## src/rcd_pkg.sv

```systemverilog
// constants, types and register map of the reset cause dispatcher
package rcd_pkg;
  // ==========================================================
  // clock and timing
  localparam int CLK_HZ = 50_000_000;
  localparam int CLK_MHZ = CLK_HZ / 1_000_000;
  localparam int TIMEOUT_S = 4; // override, ack, power good
  localparam int TIMEOUT_CYC = TIMEOUT_S * CLK_HZ;
  localparam int HOLD_NS = 1000; // reset pulse width, least time
  localparam int HOLD_CYC = (HOLD_NS * CLK_MHZ + 999) / 1000;
  localparam int PWRCYC_US = 100; // power-off period, least time
  localparam int PWRCYC_CYC = PWRCYC_US * CLK_MHZ;
  localparam int TW = 28; // timer width, holds TIMEOUT_CYC
  // ==========================================================
  // register map, byte addresses
  localparam int AW = 8;
  localparam logic [AW-1:0] ADDR_CTRL = 8'h00;
  localparam logic [AW-1:0] ADDR_CFG = 8'h04;
  localparam logic [AW-1:0] ADDR_STATUS = 8'h08;
  localparam int CTRL_FULL_BIT = 3;
  localparam int CTRL_GLOBAL_BIT = 4;
  localparam int CFG_ESC_BIT = 0;
  localparam int CFG_DEEP_BIT = 1;
  localparam logic [7:0] CTRL_RST = 8'h00;
  localparam logic [1:0] CFG_RST = 2'h0;
  localparam int STAT_OUT_LSB = 4;
  localparam int STAT_DEEP_BIT = 8;
  // ==========================================================
  // sleep state encoding
  localparam logic [1:0] SLP_S0 = 2'h0;
  // ==========================================================
  // types
  typedef enum logic [3:0] {
    ST_IDLE = 4'b0000, ST_WARN = 4'b0001, ST_PLT = 4'b0010,
    ST_GLOBAL = 4'b0011, ST_OFF = 4'b0100, ST_WAKE = 4'b0101,
    ST_S5 = 4'b0110, ST_DEEP = 4'b0111, ST_UP = 4'b1000
  } rcd_state_e;
  typedef enum logic [2:0] {
    OUT_NONE = 3'b000, OUT_HOST = 3'b001, OUT_HOST_PC = 3'b010,
    OUT_GLOBAL = 3'b011, OUT_S5 = 3'b100
  } rcd_outcome_e;
endpackage

```

## src/rcd_timer.sv

```systemverilog
// cycle timer with clear, run and a variable limit
module rcd_timer
  import rcd_pkg::*;
(
  input wire logic clk_i,
  input wire logic reset_n_i,
  input wire logic clear_i,
  input wire logic run_i,
  input wire logic [rcd_pkg::TW-1:0] limit_i,
  output logic done_o
);
  logic [TW-1:0] count;

  // count up while running, stop at the limit
  always_ff @(posedge clk_i or negedge reset_n_i) begin
    if (!reset_n_i) begin
      count <= '0;
    end else if (clear_i || !run_i) begin
      count <= '0;
    end else if (!done_o) begin
      count <= count + 1'b1;
    end
  end

  assign done_o = run_i && (count >= limit_i);
endmodule // rcd_timer

```

## src/rcd_dispatch.sv

```systemverilog
// reset cause dispatcher: trigger classification and reset sequencing
// Behaviour
// - power button held four seconds sends platform to S5 and keeps it there until a wake event
// - processor shutdown cycle with global bit set gives global reset
// - shutdown cycle, global clear, full-reset bit set: power-cycled host reset
// - shutdown cycle, global clear, full-reset bit clear: plain host reset
// - controller host resets map to plain, power-cycled, or power-down resets
// - controller power button override goes straight to S5
// - watchdogs and controller uncorrectable error go straight to S5
// - with escalation enabled and S0 involved, those give global reset
// - controller global reset request gives global reset with power cycle
// - processor power good timeout gives global reset
// - plain host reset requests are dropped in S3, S4 or S5
// - power-cycled host reset in software sleep skips the warning
// - global reset sends no warning and starts at once
// - missing processor acknowledge escalates host reset to global reset
// - power-down host reset holds power off until a wake event
// - S5 continues into deep sleep when enabled and conditions hold
// - warning sent, processor acknowledges, then platform reset asserts
// - acknowledge wait is bounded by the timeout, then global reset
// - global reset resets all but this suspend logic and its registers
module rcd_dispatch
  import rcd_pkg::*;
#(
  parameter logic [rcd_pkg::TW-1:0] TIMEOUT_CYCLES = rcd_pkg::TW'(rcd_pkg::TIMEOUT_CYC),
  parameter logic [rcd_pkg::TW-1:0] PWRCYC_CYCLES = rcd_pkg::TW'(rcd_pkg::PWRCYC_CYC)
) (
  input wire logic clk_i,
  input wire logic reset_n_i,
  // wishbone slave
  input wire logic wb_cyc_i,
  input wire logic wb_stb_i,
  input wire logic wb_we_i,
  input wire logic [rcd_pkg::AW-1:0] wb_adr_i,
  input wire logic [3:0] wb_sel_i,
  input wire logic [31:0] wb_dat_i,
  output logic [31:0] wb_dat_o,
  output logic wb_ack_o,
  // triggers
  input wire logic pwr_btn_i,
  input wire logic shutdown_cycle_i,
  input wire logic mc_host_reset_i,
  input wire logic mc_host_reset_pc_i,
  input wire logic mc_host_reset_pd_i,
  input wire logic mc_pwr_btn_ovr_i,
  input wire logic mc_global_reset_i,
  input wire logic mc_watchdog_i,
  input wire logic pm_watchdog_i,
  input wire logic mc_uncorr_err_i,
  // platform state and processor
  input wire logic [1:0] sleep_state_i,
  input wire logic sleep_sw_entered_i,
  input wire logic dest_state_s0_i,
  input wire logic wake_event_i,
  input wire logic deep_sleep_ok_i,
  input wire logic reset_ack_i,
  input wire logic cpu_power_good_i,
  output logic reset_warn_o,
  output logic platform_reset_out_n_o,
  output logic global_reset_o,
  output logic power_on_o,
  output logic deep_sleep_state_o
);
  import rcd_pkg::*;

  rcd_state_e state, next_state;
  rcd_outcome_e last_out, next_out, win;
  logic pc_q, next_pc, pd_q, next_pd;
  logic [7:0] reset_control_reg;
  logic [1:0] cfg;
  logic seq_done, pbo_done;
  logic [TW-1:0] seq_limit;

  // ==========================================================
  // register bus
  // ack one cycle after request, data latched with it
  wire req = wb_cyc_i && wb_stb_i && !wb_ack_o;
  wire wr = wb_ack_o && wb_we_i && wb_sel_i[0];
  wire sel_ctrl = (wb_adr_i == ADDR_CTRL);
  wire sel_cfg = (wb_adr_i == ADDR_CFG);
  wire sel_stat = (wb_adr_i == ADDR_STATUS);
  wire [31:0] stat_word = {23'h00_0000, deep_sleep_state_o, 1'b0,
                           last_out, state};
  wire [31:0] rd_word = sel_ctrl ? {24'h00_0000, reset_control_reg} :
                        sel_cfg ? {30'h0000_0000, cfg} :
                        sel_stat ? stat_word : 32'h0000_0000;

  // bus answer
  always_ff @(posedge clk_i or negedge reset_n_i) begin
    if (!reset_n_i) begin
      wb_ack_o <= 1'b0;
      wb_dat_o <= 32'h0000_0000;
    end else begin
      wb_ack_o <= req;
      if (req) begin
        wb_dat_o <= rd_word;
      end
    end
  end

  // control registers, kept through global reset
  always_ff @(posedge clk_i or negedge reset_n_i) begin
    if (!reset_n_i) begin
      reset_control_reg <= CTRL_RST;
      cfg <= CFG_RST;
    end else if (wr && sel_ctrl) begin
      reset_control_reg <= wb_dat_i[7:0];
    end else if (wr && sel_cfg) begin
      cfg <= wb_dat_i[1:0];
    end
  end

  // ==========================================================
  // trigger classification
  wire gbit = reset_control_reg[CTRL_GLOBAL_BIT];
  wire fbit = reset_control_reg[CTRL_FULL_BIT];
  wire esc_en = cfg[CFG_ESC_BIT];
  wire deep_en = cfg[CFG_DEEP_BIT];
  wire in_sleep = (sleep_state_i != SLP_S0);
  wire any_wdt = mc_watchdog_i || pm_watchdog_i || mc_uncorr_err_i;
  wire esc = esc_en && (!in_sleep || dest_state_s0_i);
  wire req_s5 = pbo_done || mc_pwr_btn_ovr_i || (any_wdt && !esc);
  wire req_glob = (shutdown_cycle_i && gbit) || mc_global_reset_i
                  || (any_wdt && esc);
  wire req_pd = mc_host_reset_pd_i;
  wire req_pc = (shutdown_cycle_i && !gbit && fbit) || mc_host_reset_pc_i
                || req_pd;
  wire raw_np = (shutdown_cycle_i && !gbit && !fbit) || mc_host_reset_i;
  wire req_np = raw_np && !in_sleep;
  wire skip_warn = in_sleep && sleep_sw_entered_i;

  // most severe pending outcome wins
  always_comb begin
    if (req_s5) begin
      win = OUT_S5;
    end else if (req_glob) begin
      win = OUT_GLOBAL;
    end else if (req_pc) begin
      win = OUT_HOST_PC;
    end else if (req_np) begin
      win = OUT_HOST;
    end else begin
      win = OUT_NONE;
    end
  end

  // ==========================================================
  // sequencer
  always_comb begin
    next_state = state;
    next_out = last_out;
    next_pc = pc_q;
    next_pd = pd_q;
    case (state)
      ST_IDLE: begin
        next_out = (win == OUT_NONE) ? last_out : win;
        case (win)
          OUT_S5: next_state = ST_S5;
          OUT_GLOBAL: begin
            next_state = ST_GLOBAL;
            next_pd = 1'b0;
          end
          OUT_HOST_PC: begin
            next_state = skip_warn ? ST_PLT : ST_WARN;
            next_pc = 1'b1;
            next_pd = req_pd;
          end
          OUT_HOST: begin
            next_state = ST_WARN;
            next_pc = 1'b0;
            next_pd = 1'b0;
          end
          default: next_state = ST_IDLE;
        endcase
      end
      ST_WARN: begin
        if (reset_ack_i) begin
          next_state = ST_PLT;
        end else if (seq_done) begin
          next_state = ST_GLOBAL;
          next_out = OUT_GLOBAL;
          next_pd = 1'b0;
        end
      end
      ST_PLT: begin
        if (seq_done) begin
          next_state = pc_q ? ST_OFF : ST_UP;
        end
      end
      ST_GLOBAL: begin
        if (seq_done) begin
          next_state = ST_OFF;
        end
      end
      ST_OFF: begin
        if (seq_done) begin
          next_state = pd_q ? ST_WAKE : ST_UP;
        end
      end
      ST_WAKE: begin
        if (wake_event_i) begin
          next_state = ST_UP;
        end
      end
      ST_S5: begin
        if (deep_en && deep_sleep_ok_i) begin
          next_state = ST_DEEP;
        end else if (wake_event_i) begin
          next_state = ST_UP;
        end
      end
      ST_DEEP: begin
        if (wake_event_i) begin
          next_state = ST_UP;
        end
      end
      ST_UP: begin
        if (cpu_power_good_i) begin
          next_state = ST_IDLE;
        end else if (seq_done) begin
          next_state = ST_GLOBAL;
          next_out = OUT_GLOBAL;
          next_pd = 1'b0;
        end
      end
      default: next_state = ST_IDLE;
    endcase
  end

  // state registers
  always_ff @(posedge clk_i or negedge reset_n_i) begin
    if (!reset_n_i) begin
      state <= ST_IDLE;
      last_out <= OUT_NONE;
      pc_q <= 1'b0;
      pd_q <= 1'b0;
    end else begin
      state <= next_state;
      last_out <= next_out;
      pc_q <= next_pc;
      pd_q <= next_pd;
    end
  end

  // ==========================================================
  // timers: one shared by the warn, platform reset, global, power-off and power-up steps, one for the power button
  wire seq_run = (state == ST_WARN) || (state == ST_PLT) || (state == ST_GLOBAL)
                 || (state == ST_OFF) || (state == ST_UP);
  assign seq_limit = ((state == ST_PLT) || (state == ST_GLOBAL)) ? TW'(HOLD_CYC) :
                     (state == ST_OFF) ? PWRCYC_CYCLES : TIMEOUT_CYCLES;

  rcd_timer u_seq_tmr (
    .clk_i(clk_i),
    .reset_n_i(reset_n_i),
    .clear_i(next_state != state),
    .run_i(seq_run),
    .limit_i(seq_limit),
    .done_o(seq_done)
  );

  rcd_timer u_pbo_tmr (
    .clk_i(clk_i),
    .reset_n_i(reset_n_i),
    .clear_i(!pwr_btn_i),
    .run_i(pwr_btn_i && (state == ST_IDLE)),
    .limit_i(TIMEOUT_CYCLES),
    .done_o(pbo_done)
  );

  // ==========================================================
  // outputs decoded from state
  assign reset_warn_o = (state == ST_WARN);
  assign platform_reset_out_n_o = (state == ST_IDLE) || (state == ST_WARN);
  assign global_reset_o = (state == ST_GLOBAL);
  assign power_on_o = !((state == ST_OFF) || (state == ST_WAKE)
                        || (state == ST_S5) || (state == ST_DEEP));
  assign deep_sleep_state_o = (state == ST_DEEP);

  wire idle = (state == ST_IDLE);
endmodule // rcd_dispatch

```

## config.mk

```make
export PLATFORM = sky130hd
export DESIGN_NAME = rcd_dispatch
export DESIGN_NICKNAME = d
export VERILOG_FILES = /design/src/rcd_pkg.sv /design/src/rcd_timer.sv /design/src/rcd_dispatch.sv
export SDC_FILE = /design/constraint.sdc
export NUM_CORES = 1
export LEC_CHECK = 0
export BUFFER_PORTS_ARGS = -buffer_cell sky130_fd_sc_hd__buf_2
export CAP_MARGIN = 25
export CORE_ASPECT_RATIO = 0.75
export CORE_MARGIN = 3
export CORE_UTILIZATION = 59
export DETAILED_ROUTE_END_ITERATION = 12
export PLACE_DENSITY_LB_ADDON = 0.12
export REMOVE_ABC_BUFFERS = 1
export SLEW_MARGIN = 0
export SYNTH_ARGS = -nofsm -noshare
export SYNTH_HDL_FRONTEND = slang
export SYNTH_HIERARCHICAL = 1
export SYNTH_SLANG_ARGS = --single-unit
export TNS_END_PERCENT = 100
```

## constraint.sdc

```tcl
create_clock -name clk_i -period 6 [get_ports clk_i]
set_clock_uncertainty 0.1 [all_clocks]
set_input_delay 0.6 -clock clk_i [delete_from_list [all_inputs] [get_ports clk_i]]
set_output_delay 0.6 -clock clk_i [all_outputs]
set_load 0.05 [all_outputs]
```

# Word level (Yosys, flattened, before mapping)
# Index checks and enable logic that the tools add are counted.
# totals
ff_bits,108
inputBits,67
# op_classes
addsub,2
bitwise,1
mux,37
order_cmp,2
reduce_logical,61
eq_ne,21
# ops
op,count
$mux 28,6
$add 28x1->28 const B,2
$mux 4,10
$pmux 4 s8,1
$ge 28x28->1,1
$ge 28x28->1 const B,1
$mux 9,3
$logic_or 1x1->1,21
$logic_and 1x1->1,19
$eq 4x3->1 const B,4
$mux 3,5
$pmux 3 s4,1
$logic_not 1->1,9
$pmux 3 s3,1
$eq 4x2->1 const B,2
$eq 8x3->1 const B,1
$eq 8x4->1 const B,1
$logic_not 8->1,1
$reduce_and 4->1,2
$eq 3x2->1 const B,2
$mux 2,3
$ne 2x2->1 const B,3
$eq 4x1->1 const B,1
$eq 4x4->1 const B,1
other kinds (15),23

# Logic depth before layout (Yosys ltp)
# Gate-level depths: netlist (run 1).
# logic_depth
word_depth,15
depth_mapped,24
ltp_nobuf,19

# Hierarchy
# The synthesis (run 1) kept the hierarchy.
# modules_own_cells
module,instances,seq_area_each_um2,area_per_inst_um2,cells_per_inst
rcd_timer,2,700.7,2477.4,285
rcd_dispatch,1,725.7,1946.9,220

# Least setup slack after synthesis (run 1)
# No wires, ideal clock.
# synth_timing
path_type,register to register
from,register state[2]
to,register u_seq_tmr.count[1]
stages_incl_launch_ff,25
setup_time_ps,95
arrival_time_ps,5120
period_less_slack_ps,5315
setup_slack_ps,685
cell_sequence,dfrtp_1 > buf_6 > nor2b_1 > inv_1 > nor3_1 > nor2_1 > inv_1 > ha_1 > a21oi_2 > o21ai_2 > a2111oi_4 > o211ai_2 > buf_2 > buf_4 > o21a_1 > clkbuf_1 > o31ai_1 > o311ai_0 > nand2_1 > nand4_1 > or2_2 > nor2b_1 > clkbuf_1 > nand2_1 > o31ai_1
# synth_via
word_cells_on_any_way,43
cone_classes,order compare: 1; eq/ne: 14; mux: 14; reduce/logical: 14
# synth_lines
element,line_no,source
start: declaration,rcd_dispatch.sv:66,"rcd_state_e state, next_state;"
start signal: assignment,rcd_dispatch.sv:238,state <= next_state;
$eq 4x3->1 or $eq 4x2->1 (tied branches),"rcd_dispatch.sv:250, rcd_dispatch.sv:249",
$mux 28 or $logic_or 1x1->1 (tied branches),"rcd_dispatch.sv:250, rcd_dispatch.sv:249",
$mux 28 *,rcd_dispatch.sv:249,assign seq_limit = ((state == ST_PLT) || (state == ST_GLOBAL)) ? TW'(HOLD_CYC) :
named net seq_limit[12],rcd_dispatch.sv:72,logic [TW-1:0] seq_limit;
$ge 28x28->1 *,rcd_timer.sv:25,assign done_o = run_i && (count >= limit_i);
$logic_and 1x1->1 *,rcd_timer.sv:25,
named net seq_done,rcd_dispatch.sv:71,"logic seq_done, pbo_done;"
$mux 4,"rcd_dispatch.sv:179, rcd_dispatch.sv:220",
$mux 4 (on tied branches),"rcd_dispatch.sv:218, rcd_dispatch.sv:177",
$pmux 4 s8,rcd_dispatch.sv:154,case (state)
$ne 4x4->1,rcd_dispatch.sv:255,".clear_i(next_state != state),"
$logic_or 1x1->1,rcd_timer.sv:18,end else if (clear_i || !run_i) begin
$ne 2x1->1 (no source line) or $mux 28 (tied branches),n/a,
end signal: assignment,rcd_timer.sv:21,count <= count + 1'b1;
end: declaration,rcd_timer.sv:12,logic [TW-1:0] count;
# The timed path passes the listed nets; every way through them passes the cells marked *.
# A chain may end at the register's enable or synchronous reset.

# Worst setup path in the final report (run 1)
# layout_timing
from,register state[2]
to,register u_seq_tmr.count[22]
# The elaborated chain is that of the path after synthesis.

==> impl_metrics.sql, run 1 <==
INSERT INTO impl_metrics (metric_group, metric, value, unit) VALUES
('finish', 'fillerInstances', '894', ''),
('power', 'ir_worst_vdd', '0.000265', 'V'),
('yosys', 'syn_inst_count', '790', ''),
('critical_path', 'timing.critical_path.from_type', 'flip-flop', ''),
('power', 'power.leakage', '3.50', 'nW'),
('yosys', 'synthDominantCellAreaShare', '0.308', ''),
('clock_network', 'cts.reportedPaths.clkPinSlew', '0.07', 'ns'),
('floorplan', 'design.core.area', '11200', 'um2'),
('sta', 'timing.slew.headroom', '0.329', ''),
('clock_network', 'cts_hold_repair.buffers', '0', ''),
('floorplan', 'die_width', '131', 'um'),
('yosys', 'ys_seq_area_frac', '0.308', ''),
('sta', 'finalHoldViolCount', '0', ''),
('sta', 'timing.final.ws_setup', '0.649', 'ns'),
('finish', 'finish.net_count', '996', ''),
('placement', 'routability_driven_placement_congestion_ratio', '0.924', ''),
('status', 'outcome', 'finished clean', ''),
('sta', 'measured_slew_at_the_worst_slew_check_pin', '1.01', 'ns'),
('critical_path', 'critical_path_required', '6.16', 'ns'),
('floorplan', 'ios', '105', ''),
('clock_network', 'cts-root-buf', 'clkbuf_16', ''),
('detailed_routing', 'drt_first_iter_violations', '476', ''),
('detailed_routing', 'antenna_violating_nets_post_route', '0', ''),
('clock_network', 'clock-sinks', '85', ''),
('placement', 'detailed_place.area', '7310', 'um2'),
('run', 'drv_cap', '0', ''),
('detailed_routing', 'post_drt_wl_per_cell', '16.7', 'um'),
('clock_network', 'ctsResizeCount', '0', ''),
('clock_network', 'max-clock-path-buffers', '2', ''),
('yosys', 'post-synth-top-count-cell', 'dfrtp_1', ''),
('sta', 'finalSetupViolations', '0', ''),
('finish', 'final_cell_area', '7610', 'um2'),
('global_route', 'grt_max_degree', '69', ''),
('detailed_routing', 'avgViaCountPerCell', '6.16', ''),
('critical_path', 'worst_setup_path_end_kind', 'flip-flop', ''),
('sta', 'min_period_over_period', '0.892', ''),
('finish', 'ff_latch_area', '2130', 'um2'),
('placement', 'place.port_buffers', '54', ''),
('global_route', 'antenna_found_initial', '0', ''),
('yosys', 'synth_async_sr_flop_share', '1.00', ''),
('hold_path', 'min_path_type', 'in2async', ''),
('finish', 'reg_top3', 'u_pbo_tmr/count x28, u_seq_tmr/count x28, wb_dat_o x9', ''),
('placement', 'post-place-ws', '0.800', 'ns'),
('detailed_routing', 'detailedRoute.firstPassIterationCount', '5', ''),
('critical_path', 'crit-reg2reg-capture', 'u_seq_tmr/count[22]', ''),
('clock_network', 'postCtsSetupRepairBufs', '0', ''),
('floorplan', 'die_height', '99.7', 'um'),
('detailed_routing', 'detail_route.wirelength', '17300', 'um'),
('finish', 'antenna_cells_inserted', '0', ''),
('finish', 'area_of_combinational_cells_with_multiple_inputs', '4370', 'um2'),
('sta', 'totalNegativeSetupSlack', '0', 'ns'),
('global_route', 'gr-usage-all-layers', '0.272', ''),
('detailed_routing', 'detailroute.via_count', '6360', ''),
('clock_network', 'cts_tree', 'built', ''),
('sta', 'maximum_achievable_frequency', '187', 'MHz'),
('finish', 'final_layout_size_suffix_gt1_frac', '0.135', ''),
('global_route', 'gr-total-overflow', '0', ''),
('floorplan', 'floorplan.rows', '33', ''),
('clock_network', 'cts_made_buffers', '9', ''),
('critical_path', 'worstPathMaxFanout', '14', ''),
('power', 'power_density_cells', '253', 'nW/um2'),
('sta', 'hold_slack', '0.0220', 'ns'),
('yosys', 'yosys.cell_types.count', '74', ''),
('floorplan', 'initial_core_util', '0.617', ''),
('clock_network', 'clock_insertion_delay_worst_skew', '0.34', 'ns'),
('sta', 'post-route-min-period', '5.35', 'ns'),
('yosys', 'post_synthesis_instance_area', '6900', 'um2'),
('yosys', 'post_synth_main_area_contributors', 'dfrtp_1, ha_1, a21oi_1, nand2_1, inv_1', ''),
('detailed_routing', 'drc_errors', '0', ''),
('yosys', 'synthTopCellsByCount', 'dfrtp_1, nand2_1, inv_1', ''),
('yosys', 'synth_top_cell_by_area', 'dfrtp_1', '');
==> how the worst max path moves through the flow <==
stage	from	end	slack (ns)	depth (start not counted)
floorplan	state[3]	u_seq_tmr/count[14]	0.20	19
global placement	state[2]	u_seq_tmr/count[4]	0.95	20
detailed placement	state[2]	u_seq_tmr/count[3]	0.80	20
finish	state[2]	u_seq_tmr/count[22]	0.65	20
CTS	state[2]	u_seq_tmr/count[14]	0.77	20
global route	state[2]	u_seq_tmr/count[4]	0.32	20
==> report_power, final <==
| part | leakage [nW] | internal, mW | switching [mW] | total [mW] |
|---|---|---|---|---|
| Combinational | 2.20 | 0.227 | 0.457 | 0.684 |
| Sequential | 1.16 | 0.609 | 0.0636 | 0.672 |
| Clock | 0.140 | 0.327 | 0.246 | 0.573 |
| Total | 3.50 | 1.16 | 0.766 | 1.93 |
==> stage by stage <==
stage | util | cells
2_1_floorplan | - | 795
3_3_place_gp | 0.653 | 1017
3_5_place_dp | 0.653 | 1017
4_1_cts | 0.680 | 1033
5_1_grt | 0.680 | 1033
6_report | 0.680 | 1033
==> cells by family (layout without fill, tap and decap cells) <==
group,count (synthesis),count (layout),share of synthesized area
AO/OA/AOI/OAI,205,205,0.215
multiplexers,11,11,0.0214
other,2,60,0.00109
XOR/XNOR,2,2,0.00254
buffers and inverters,122,150,0.0896
flip-flops,85,85,0.308
AND/OR/NAND/NOR,305,305,0.257
adder cells (fa/ha/maj),58,58,0.105
==> worst max-delay path: stages, from the launching register on <==
cell and delay [ns]:
dfrtp_1 0.61, nor2b_1 0.30, inv_1 0.16, nor3_1 0.27, nor2_1 0.07, buf_4 0.19, inv_1 0.08, ha_1 0.25
nand4_2 0.14, nor3_1 0.16, a2111oi_4 0.44, o211ai_2 0.15, o21a_1 0.37, nor2b_1 0.22, a311oi_1 0.30, nand2b_1 0.15
nand4_1 0.08, or2_2 0.29, nand2b_1 0.31, or4_1 0.53, o21ai_1 0.09
==> cell type report <==
class,instances,area share
Clock inverter,6,0.00937
Multi-Input combinational cell,641,0.575
Sequential cell,85,0.279
Inverter,69,0.0340
Clock buffer,10,0.0301
Tap cell,157,0.0258
Timing Repair Buffer,65,0.0467
==> cells in the final DEF, fill, tap and decap left out, drive strengths merged, types with 3 or more instances in the layout <==
cell	instances
conb	60
nor4b	4
mux2	9
dfrtp	85
o21a	7
nand2	75
or4b	10
nor3b	4
ha	58
a21oi	66
o311ai	5
o31ai	25
o21ai	32
nor2	46
clkbuf	10
and2	4
or2	4
a2111oi	4
nand2b	11
o41ai	14
o2111ai	3
or4	30
nand3	31
nand4	19
nor4	6
o21bai	4
or3	9
a221oi	7
buf	65
o211ai	12
inv	70
a21o	7
and4	8
nor2b	6
nor3	12
and3	21
==> metal layers <==
| layer | routed length [um] | up-vias | track usage | part of all wire |
|---|---|---|---|---|
| met2 | 7430 | 277 | 0.395 | 0.43 |
| met5 | 0 | - | 0 | 0 |
| met3 | 1390 | 17 | 0.0548 | 0.080 |
| met1 | 8300 | 3030 | 0.419 | 0.48 |
| met4 | 159 | 0 | 0.0577 | 0.0092 |
| li1 | - | 3036 | - | - |
Power figures use the tool's default switching activity.
==> run 2, diff against run 1 <==
- PLACE_DENSITY: unset -> 0.86
- PLACE_DENSITY_LB_ADDON: 0.12 -> unset
- REMOVE_ABC_BUFFERS: 1 -> unset
==> run 2 against run 1 <==
Total power fell by 0.69%; sequential share of layout area fell by 0.073 points; routed wire length fell by 3.5%; hold slack improved by 0.020 ns; first-iteration DRC count rose by 3.4%; setup slack improved by 0.11 ns; largest cell class unchanged; highest routed layer unchanged.
==> impl_metrics.sql, run 2 (same netlist as run 1, synthesis figures left out) <==
INSERT INTO impl_metrics (metric_group, metric, value, unit) VALUES
('hold_path', 'min_path_type', 'in2async', ''),
('detailed_routing', 'drc_errors', '0', ''),
('clock_network', 'cts_htree_levels', '3', ''),
('status', 'outcome', 'finished clean', ''),
('detailed_routing', 'detailroute.via_count', '6390', ''),
('sta', 'timing.slew.headroom', '0.329', ''),
('finish', 'layout.cells.most_common', 'dfrtp_1', ''),
('clock_network', 'ctsResizeCount', '0', ''),
('finish', 'finish.cell_count_without_fillers', '1036', ''),
('floorplan', 'initial_core_util', '0.617', ''),
('finish', 'area_of_combinational_cells_with_multiple_inputs', '4370', 'um2'),
('critical_path', 'cp_cell_sequence', 'nor2b_1 -> inv_1 -> nor3_1 -> buf_4 -> nor2_1 -> buf_4 -> inv_1 -> ha_1 -> a21oi_1 -> o21ai_2 -> a2111oi_4 -> o211ai_2 -> o21a_1 -> nor2b_1 -> a311oi_1 -> nand2b_1 -> nand4_1 -> or2_2 -> nand2b_1 -> or4_1 -> o21ai_1', ''),
('sta', 'grt_setup_unrepaired', 'no', ''),
('floorplan', 'design.core.area', '11200', 'um2'),
('placement', 'place.port_buffers', '54', ''),
('power', 'ir_worst_vdd', '0.000270', 'V'),
('run', 'drv_cap', '0', ''),
('global_route', 'grt_pass1_vias', '5853', ''),
('sta', 'hold_slack', '0.0416', 'ns'),
('clock_network', 'clock_insertion_delay_worst_skew', '0.34', 'ns'),
('finish', 'layout.cells.most_common_list', 'dfrtp_1, nand2_1, inv_1, a21oi_1, conb_1', ''),
('sta', 'maxSlewViolCount', '0', ''),
('detailed_routing', 'drt_first_iter_violations', '492', ''),
('finish', 'reg_top3', 'u_pbo_tmr/count x28, u_seq_tmr/count x28, wb_dat_o x9', ''),
('sta', 'min_period_over_period', '0.874', ''),
('placement', 'routability_driven_placement_congestion_ratio', '0.886', ''),
('finish', 'finish.net_count', '999', ''),
('critical_path', 'criticalPathCategory', 'reg2reg', ''),
('power', 'clock_power_share', '0.291', ''),
('global_route', 'gr-total-overflow', '0', ''),
('power', 'net_switching', '0.781', 'mW'),
('sta', 'finalSetupViolations', '0', ''),
('clock_network', 'cts_made_buffers', '9', ''),
('critical_path', 'worstPathMaxFanout', '11', ''),
('critical_path', 'critical_path_top_delay_cell', 'dfrtp_1', ''),
('sta', 'measured_slew_at_the_worst_slew_check_pin', '1.01', 'ns'),
('clock_network', 'postCtsSetupRepairBufs', '0', ''),
('floorplan', 'design.die.area', '13000', 'um2'),
('sta', 'maximum_achievable_frequency', '191', 'MHz'),
('critical_path', 'cp_slowest_stage_delay', '0.57', 'ns'),
('detailed_routing', 'antenna_violating_nets_post_route', '0', ''),
('floorplan', 'die_width', '131', 'um'),
('sta', 'post-route-min-period', '5.24', 'ns'),
('sta', 'finalHoldViolCount', '0', ''),
('power', 'power_share_of_the_sequential_group', '0.345', ''),
('placement', 'post-dp-hpwl', '12200', 'um'),
('power', 'power.leakage', '3.52', 'nW'),
('clock_network', 'cts.reportedPaths.clkPinSlew', '0.07', 'ns'),
('floorplan', 'floorplan.rows', '33', ''),
('clock_network', 'cts_hold_repair.buffers', '0', ''),
('detailed_routing', 'detailedRoute.firstPassIterationCount', '5', ''),
('critical_path', 'crit_family', 'simple AND/OR/NAND/NOR gates', ''),
('finish', 'fillerInstances', '880', ''),
('detailed_routing', 'post_drt_wl_per_cell', '16.1', 'um'),
('clock_network', 'clock-sinks', '85', ''),
('global_route', 'gr-usage-all-layers', '0.267', ''),
('power', 'power.share.combinational', '0.364', ''),
('floorplan', 'die_height', '99.7', 'um'),
('power', 'netSwitchingFraction', '0.408', ''),
('finish', 'final_layout_size_suffix_gt1_frac', '0.139', ''),
('clock_network', 'cts-root-buf', 'clkbuf_16', ''),
('critical_path', 'critical_path_required', '6.17', 'ns'),
('sta', 'totalNegativeSetupSlack', '0', 'ns'),
('global_route', 'grt_max_degree', '66', ''),
('power', 'internal_power', '1.13', 'mW'),
('global_route', 'antenna_found_initial', '0', ''),
('clock_network', 'max-clock-path-buffers', '2', ''),
('critical_path', 'worst_path_buffer_plus_inverter_count', '4', ''),
('global_route', 'grt_first_pass_wirelength', '28400', 'um'),
('detailed_routing', 'avgViaCountPerCell', '6.17', ''),
('critical_path', 'timing.critical_path.from_type', 'flip-flop', ''),
('critical_path', 'path_depth', '21', ''),
('detailed_routing', 'detail_route.wirelength', '16700', 'um'),
('power', 'power_density_cells', '251', 'nW/um2'),
('critical_path', 'worst_r2r_path_depth', '21', ''),
('critical_path', 'worst_setup_path_end_kind', 'flip-flop', ''),
('finish', 'syn2layout_area_growth', '10.6', '%'),
('placement', 'dpl.cell_count', '1020', ''),
('floorplan', 'ios', '105', ''),
('clock_network', 'cts_tree', 'built', ''),
('critical_path', 'timing.critical_path.arrival', '5.41', 'ns'),
('finish', 'ff_latch_area', '2130', 'um2'),
('finish', 'antenna_cells_inserted', '0', '');
## run 2: cell count changes in the layout (fill, tap and decap cells not counted)
cell        delta
buf_4          +3
inv_6          -2
clkinvlp_4     -1
clkbuf_1       -1
bufinv_16      -1
inv_8          +5
## run 2: power by group through the flow
stage / combinational [mW] / clock [mW] / sequential [mW]
2_1_floorplan: 0.506 / 0 / 0.670
3_3_place_gp: 0.662 / 0 / 0.670
3_5_place_dp: 0.684 / 0 / 0.669
4_1_cts: 0.691 / 0.573 / 0.658
5_1_grt: 0.784 / 0.595 / 0.667
6_report: 0.698 / 0.558 / 0.661
## run 2: layout make-up
cell class | instances | area share
clock inverter | 7 | 0.00951
timing repair buffer | 68 | 0.0495
tap | 157 | 0.0257
inverter | 69 | 0.0339
multi-input combinational | 641 | 0.573
sequential | 85 | 0.279
clock buffer | 9 | 0.0295
## run 2: per-layer routing
layer | global-route usage | wire [um] | share of wire | up-vias
met5 | 0 | 0 | 0 | -
met4 | 0.0522 | 172 | 0.010 | 0
met1 | 0.404 | 7660 | 0.46 | 3007
met2 | 0.402 | 7320 | 0.44 | 312
li1 | - | - | - | 3050
met3 | 0.0499 | 1520 | 0.091 | 21
## run 2: worst paths after layout
kind,from,to,slack (ns)
worst max-delay path,state[2],u_seq_tmr/count[4],0.76
worst min-delay path,reset_n_i,u_seq_tmr/count[27],0.04
worst max register to register,state[2],u_seq_tmr/count[4],0.76
worst min register to register,wb_dat_o[7],wb_dat_o[7],0.38
max in group asynchronous,reset_n_i,u_pbo_tmr/count[19],4.63
min in group clk_i,wb_dat_i[3],reset_control_reg[3],0.38
## run 2: worst reg2reg max path, delay by kind of cell (launching register included)
family | cells | cell delay [ns]
adder cells (fa/ha/maj) | 1 | 0.24
buffers and inverters | 4 | 0.58
flip-flops | 1 | 0.57
AND/OR/NAND/NOR | 9 | 2.08
AO/OA/AOI/OAI | 7 | 1.58
## run 2: metrics by stage
| step | area, um2 | power (mW) | util | setup slack, ns |
|---|---|---|---|---|
| 3_5_place_dp | 7330 | 1.35 | 0.655 | 0.847 |
| 4_1_cts | 7630 | 1.92 | 0.682 | 0.794 |
| 3_3_place_gp | 7330 | 1.33 | 0.655 | 1.03 |
| 5_1_grt | 7630 | 2.05 | 0.682 | 0.252 |
| 2_1_floorplan | 7120 | 1.18 | - | 0.685 |
| 6_report | 7630 | 1.92 | 0.682 | 0.756 |
==> run 3, diff against run 2 <==
- ABC_AREA: unset -> 1
- PLACE_DENSITY: 0.86 -> 0.85
==> run 3 against run 2 <==
Largest power group unchanged; clock power rose by 2%; sequential power down 0.9%; die area is 13% higher; fmax is 4.5% higher; flip-flop and latch count unchanged; register-to-register slack better by 0.22 ns; routed wire length rose by 17%.
==> impl_metrics.sql, run 3 <==
INSERT INTO impl_metrics (metric_group, metric, value, unit) VALUES
('sta', 'timing.slew.headroom', '0.475', ''),
('critical_path', 'critical_path_top_delay_cell', 'nor2_1', ''),
('yosys', 'synth_top_flop_cell', 'dfrtp_1', ''),
('critical_path', 'criticalPathCategory', 'reg2reg', ''),
('power', 'power_density_cells', '237', 'nW/um2'),
('clock_network', 'cts-root-buf', 'clkbuf_16', ''),
('yosys', 'post_synthesis_instance_area', '7840', 'um2'),
('global_route', 'grt_pass1_vias', '6984', ''),
('critical_path', 'worst_setup_path_endpoint', 'u_seq_tmr/count[0]', ''),
('power', 'power.share.combinational', '0.395', ''),
('yosys', 'synth.ff_latch_count', '85', ''),
('sta', 'grt_setup_unrepaired', 'no', ''),
('detailed_routing', 'avgViaCountPerCell', '5.35', ''),
('floorplan', 'initial_core_util', '0.622', ''),
('critical_path', 'crit-reg2reg-capture', 'u_seq_tmr/count[0]', ''),
('critical_path', 'worstPathMaxFanout', '34', ''),
('yosys', 'synthDominantCellAreaShare', '0.271', ''),
('critical_path', 'critical_path_required', '6.18', 'ns'),
('critical_path', 'reg2reg_from', 'state[0]', ''),
('clock_network', 'cts.reportedPaths.clkPinSlew', '0.08', 'ns'),
('critical_path', 'timing.critical_path.arrival', '5.20', 'ns'),
('yosys', 'synth_top_cell_by_area', 'dfrtp_1', ''),
('global_route', 'antenna_found_initial', '0', ''),
('yosys', 'yosys.cell_types.count', '41', ''),
('clock_network', 'postCtsSetupRepairBufs', '0', ''),
('power', 'internal_power', '1.13', 'mW'),
('detailed_routing', 'detailedRoute.firstPassIterationCount', '5', ''),
('yosys', 'syn_inst_count', '1225', ''),
('yosys', 'synth.avg_cell_area', '6.40', 'um2'),
('floorplan', 'die_width', '139', 'um'),
('power', 'totalPowerFinal', '2.02', 'mW'),
('clock_network', 'cts_htree_levels', '3', ''),
('sta', 'maxSlewViolCount', '0', ''),
('sta', 'hold_slack', '0.115', 'ns'),
('finish', 'antenna_cells_inserted', '0', ''),
('critical_path', 'worst_setup_startpoint', 'state[0]', ''),
('yosys', 'post_synth_main_area_contributors', 'dfrtp_1, nand2_1, ha_1, inv_1, nand3_1', ''),
('finish', 'reg_top3', 'u_pbo_tmr/count x28, u_seq_tmr/count x28, wb_dat_o x9', ''),
('finish', 'fillerInstances', '1097', ''),
('yosys', 'synth_warn', '6', ''),
('critical_path', 'timing.critical_path.from_type', 'flip-flop', ''),
('critical_path', 'critical-path-top-cell-by-count', 'nand2_1', ''),
('sta', 'finalSetupViolations', '0', ''),
('floorplan', 'ios', '105', ''),
('clock_network', 'cts_hold_repair.buffers', '0', ''),
('critical_path', 'worst_setup_path_end_kind', 'flip-flop', ''),
('sta', 'totalNegativeSetupSlack', '0', 'ns'),
('power', 'net_switching', '0.890', 'mW'),
('detailed_routing', 'post_drt_wl_per_cell', '13.2', 'um'),
('finish', 'layout.cells.most_common_list', 'nand2_1, inv_1, nor2_1, nand3_1, dfrtp_1', ''),
('power', 'clock_power_share', '0.281', ''),
('yosys', 'post-synth-top-count-cell', 'nand2_1', ''),
('clock_network', 'ctsResizeCount', '0', ''),
('floorplan', 'design.die.area', '14700', 'um2'),
('placement', 'routability_driven_placement_congestion_ratio', '0.948', ''),
('detailed_routing', 'detail_route.wirelength', '19400', 'um'),
('global_route', 'gr-usage-all-layers', '0.266', ''),
('sta', 'measured_slew_at_the_worst_slew_check_pin', '0.785', 'ns'),
('critical_path', 'r2r_setup_slack', '0.98', 'ns'),
('yosys', 'synth_edf_count', '0', ''),
('power', 'ir_worst_vdd', '0.000221', 'V'),
('clock_network', 'cts_tree', 'built', ''),
('floorplan', 'design.core.area', '12600', 'um2'),
('floorplan', 'floorplan.rows', '35', ''),
('yosys', 'synthTopCellsByCount', 'nand2_1, inv_1, nor2_1', ''),
('power', 'power_share_of_the_sequential_group', '0.324', ''),
('detailed_routing', 'drc_errors', '0', ''),
('sta', 'finalHoldViolCount', '0', ''),
('run', 'drv_cap', '0', ''),
('floorplan', 'die_height', '106', 'um'),
('finish', 'syn2layout_area_growth', '8.91', '%'),
('placement', 'post-dp-hpwl', '14500', 'um'),
('finish', 'finish.net_count', '1424', ''),
('status', 'outcome', 'finished clean', ''),
('critical_path', 'worst_r2r_path_depth', '29', ''),
('hold_path', 'min_path_type', 'in2async', ''),
('detailed_routing', 'antenna_violating_nets_post_route', '0', ''),
('clock_network', 'cts_made_buffers', '9', ''),
('sta', 'maximum_achievable_frequency', '199', 'MHz'),
('clock_network', 'max-clock-path-buffers', '2', ''),
('finish', 'final_layout_size_suffix_gt1_frac', '0.0982', ''),
('power', 'power.leakage', '4.92', 'nW'),
('yosys', 'ys_seq_area_frac', '0.271', ''),
('sta', 'min_period_over_period', '0.837', ''),
('finish', 'layout.cells.most_common', 'nand2_1', ''),
('global_route', 'grt_max_degree', '57', ''),
('clock_network', 'clock_insertion_delay_worst_skew', '0.35', 'ns'),
('detailed_routing', 'drt_first_iter_violations', '867', ''),
('global_route', 'gr-total-overflow', '0', ''),
('critical_path', 'cp_slowest_stage_delay', '0.61', 'ns'),
('placement', 'place.port_buffers', '54', ''),
('sta', 'post-route-min-period', '5.02', 'ns'),
('global_route', 'grt_first_pass_wirelength', '32700', 'um'),
('clock_network', 'clock-sinks', '85', ''),
('yosys', 'synth_async_sr_flop_share', '1.00', ''),
('detailed_routing', 'detailroute.via_count', '7871', ''),
('power', 'netSwitchingFraction', '0.440', '');
run 3: changes by cell type after synthesis, moves of 22 or more:
| cell | delta |
|---|---|
| o31ai_1 | -24 |
| a21oi_1 | -29 |
| nand3_1 | +74 |
| or4_1 | -30 |
| nand4_1 | +46 |
| inv_1 | +118 |
| nand2_1 | +304 |
| nor2_1 | +94 |
| xor2_1 | +22 |
run 3: final cells by class:
| cell class | instances | area [um2] | share of cell area |
|---|---|---|---|
| Tap cell | 166 | 208 | 0.0243 |
| Clock inverter | 7 | 75.1 | 0.00879 |
| Sequential cell | 85 | 2130 | 0.249 |
| Inverter | 199 | 747 | 0.0875 |
| Clock buffer | 9 | 225 | 0.0264 |
| Timing Repair Buffer | 60 | 350 | 0.0410 |
| Multi-Input combinational cell | 944 | 4810 | 0.563 |
run 3: power by group through the flow:
stage	registers (mW)	clock network [mW]	logic, mW
floorplan	0.675	0	0.581
global placement	0.665	0	0.754
detailed placement	0.664	0	0.776
CTS	0.653	0.575	0.784
global route	0.660	0.600	0.901
finish	0.655	0.568	0.799
run 3: per-layer routing:
metal | global-route usage | part of all wire | vias to the layer above
met2 | 0.406 | 0.43 | 334
met3 | 0.0626 | 0.11 | 20
li1 | - | - | 3939
met5 | 0 | 0 | -
met4 | 0.0545 | 0.0093 | 0
met1 | 0.388 | 0.46 | 3578
run 3: worst max-delay path, delay by kind of cell, from the launching register on:
family | cells | cell delay (ns)
simple gates | 23 | 3.01
fa+ha+maj | 1 | 0.33
compound gates | 1 | 0.37
flops | 1 | 0.54
buf+inv | 4 | 0.57
run 3: cell families after synthesis:
kind of cell	after synthesis	synth area share
adder cells (fa/ha/maj)	58	0.0926
AND/OR/NAND/NOR	725	0.405
other	2	0.000958
flip-flops	85	0.271
AO/OA/AOI/OAI	73	0.0533
XOR/XNOR	26	0.0290
multiplexers	2	0.00287
buffers and inverters	254	0.145
run 3: worst min-delay path by stage:
stage / startpoint / end / slack, ns / depth (start not counted)
floorplan: reset_n_i / cfg[0] / 0.20 / 0
global placement: wb_dat_o[7] / wb_dat_o[7] / 0.36 / 2
detailed placement: wb_dat_o[8] / wb_dat_o[8] / 0.38 / 2
CTS: reset_n_i / u_seq_tmr/count[9] / 0.13 / 1
global route: reset_n_i / u_seq_tmr/count[7] / 0.14 / 1
finish: reset_n_i / u_seq_tmr/count[9] / 0.11 / 1
run 3: stage by stage:
| stage | util | setup slack, ns | std cells | area [um2] |
|---|---|---|---|---|
| after floorplan | - | 1.59 | 1283 | 8060 |
| after global placement | 0.651 | 1.18 | 1453 | 8210 |
| after detailed placement | 0.651 | 1.11 | 1453 | 8210 |
| after CTS | 0.675 | 1.06 | 1469 | 8510 |
| after global routing | 0.677 | 0.401 | 1470 | 8540 |
| final | 0.677 | 0.980 | 1470 | 8540 |
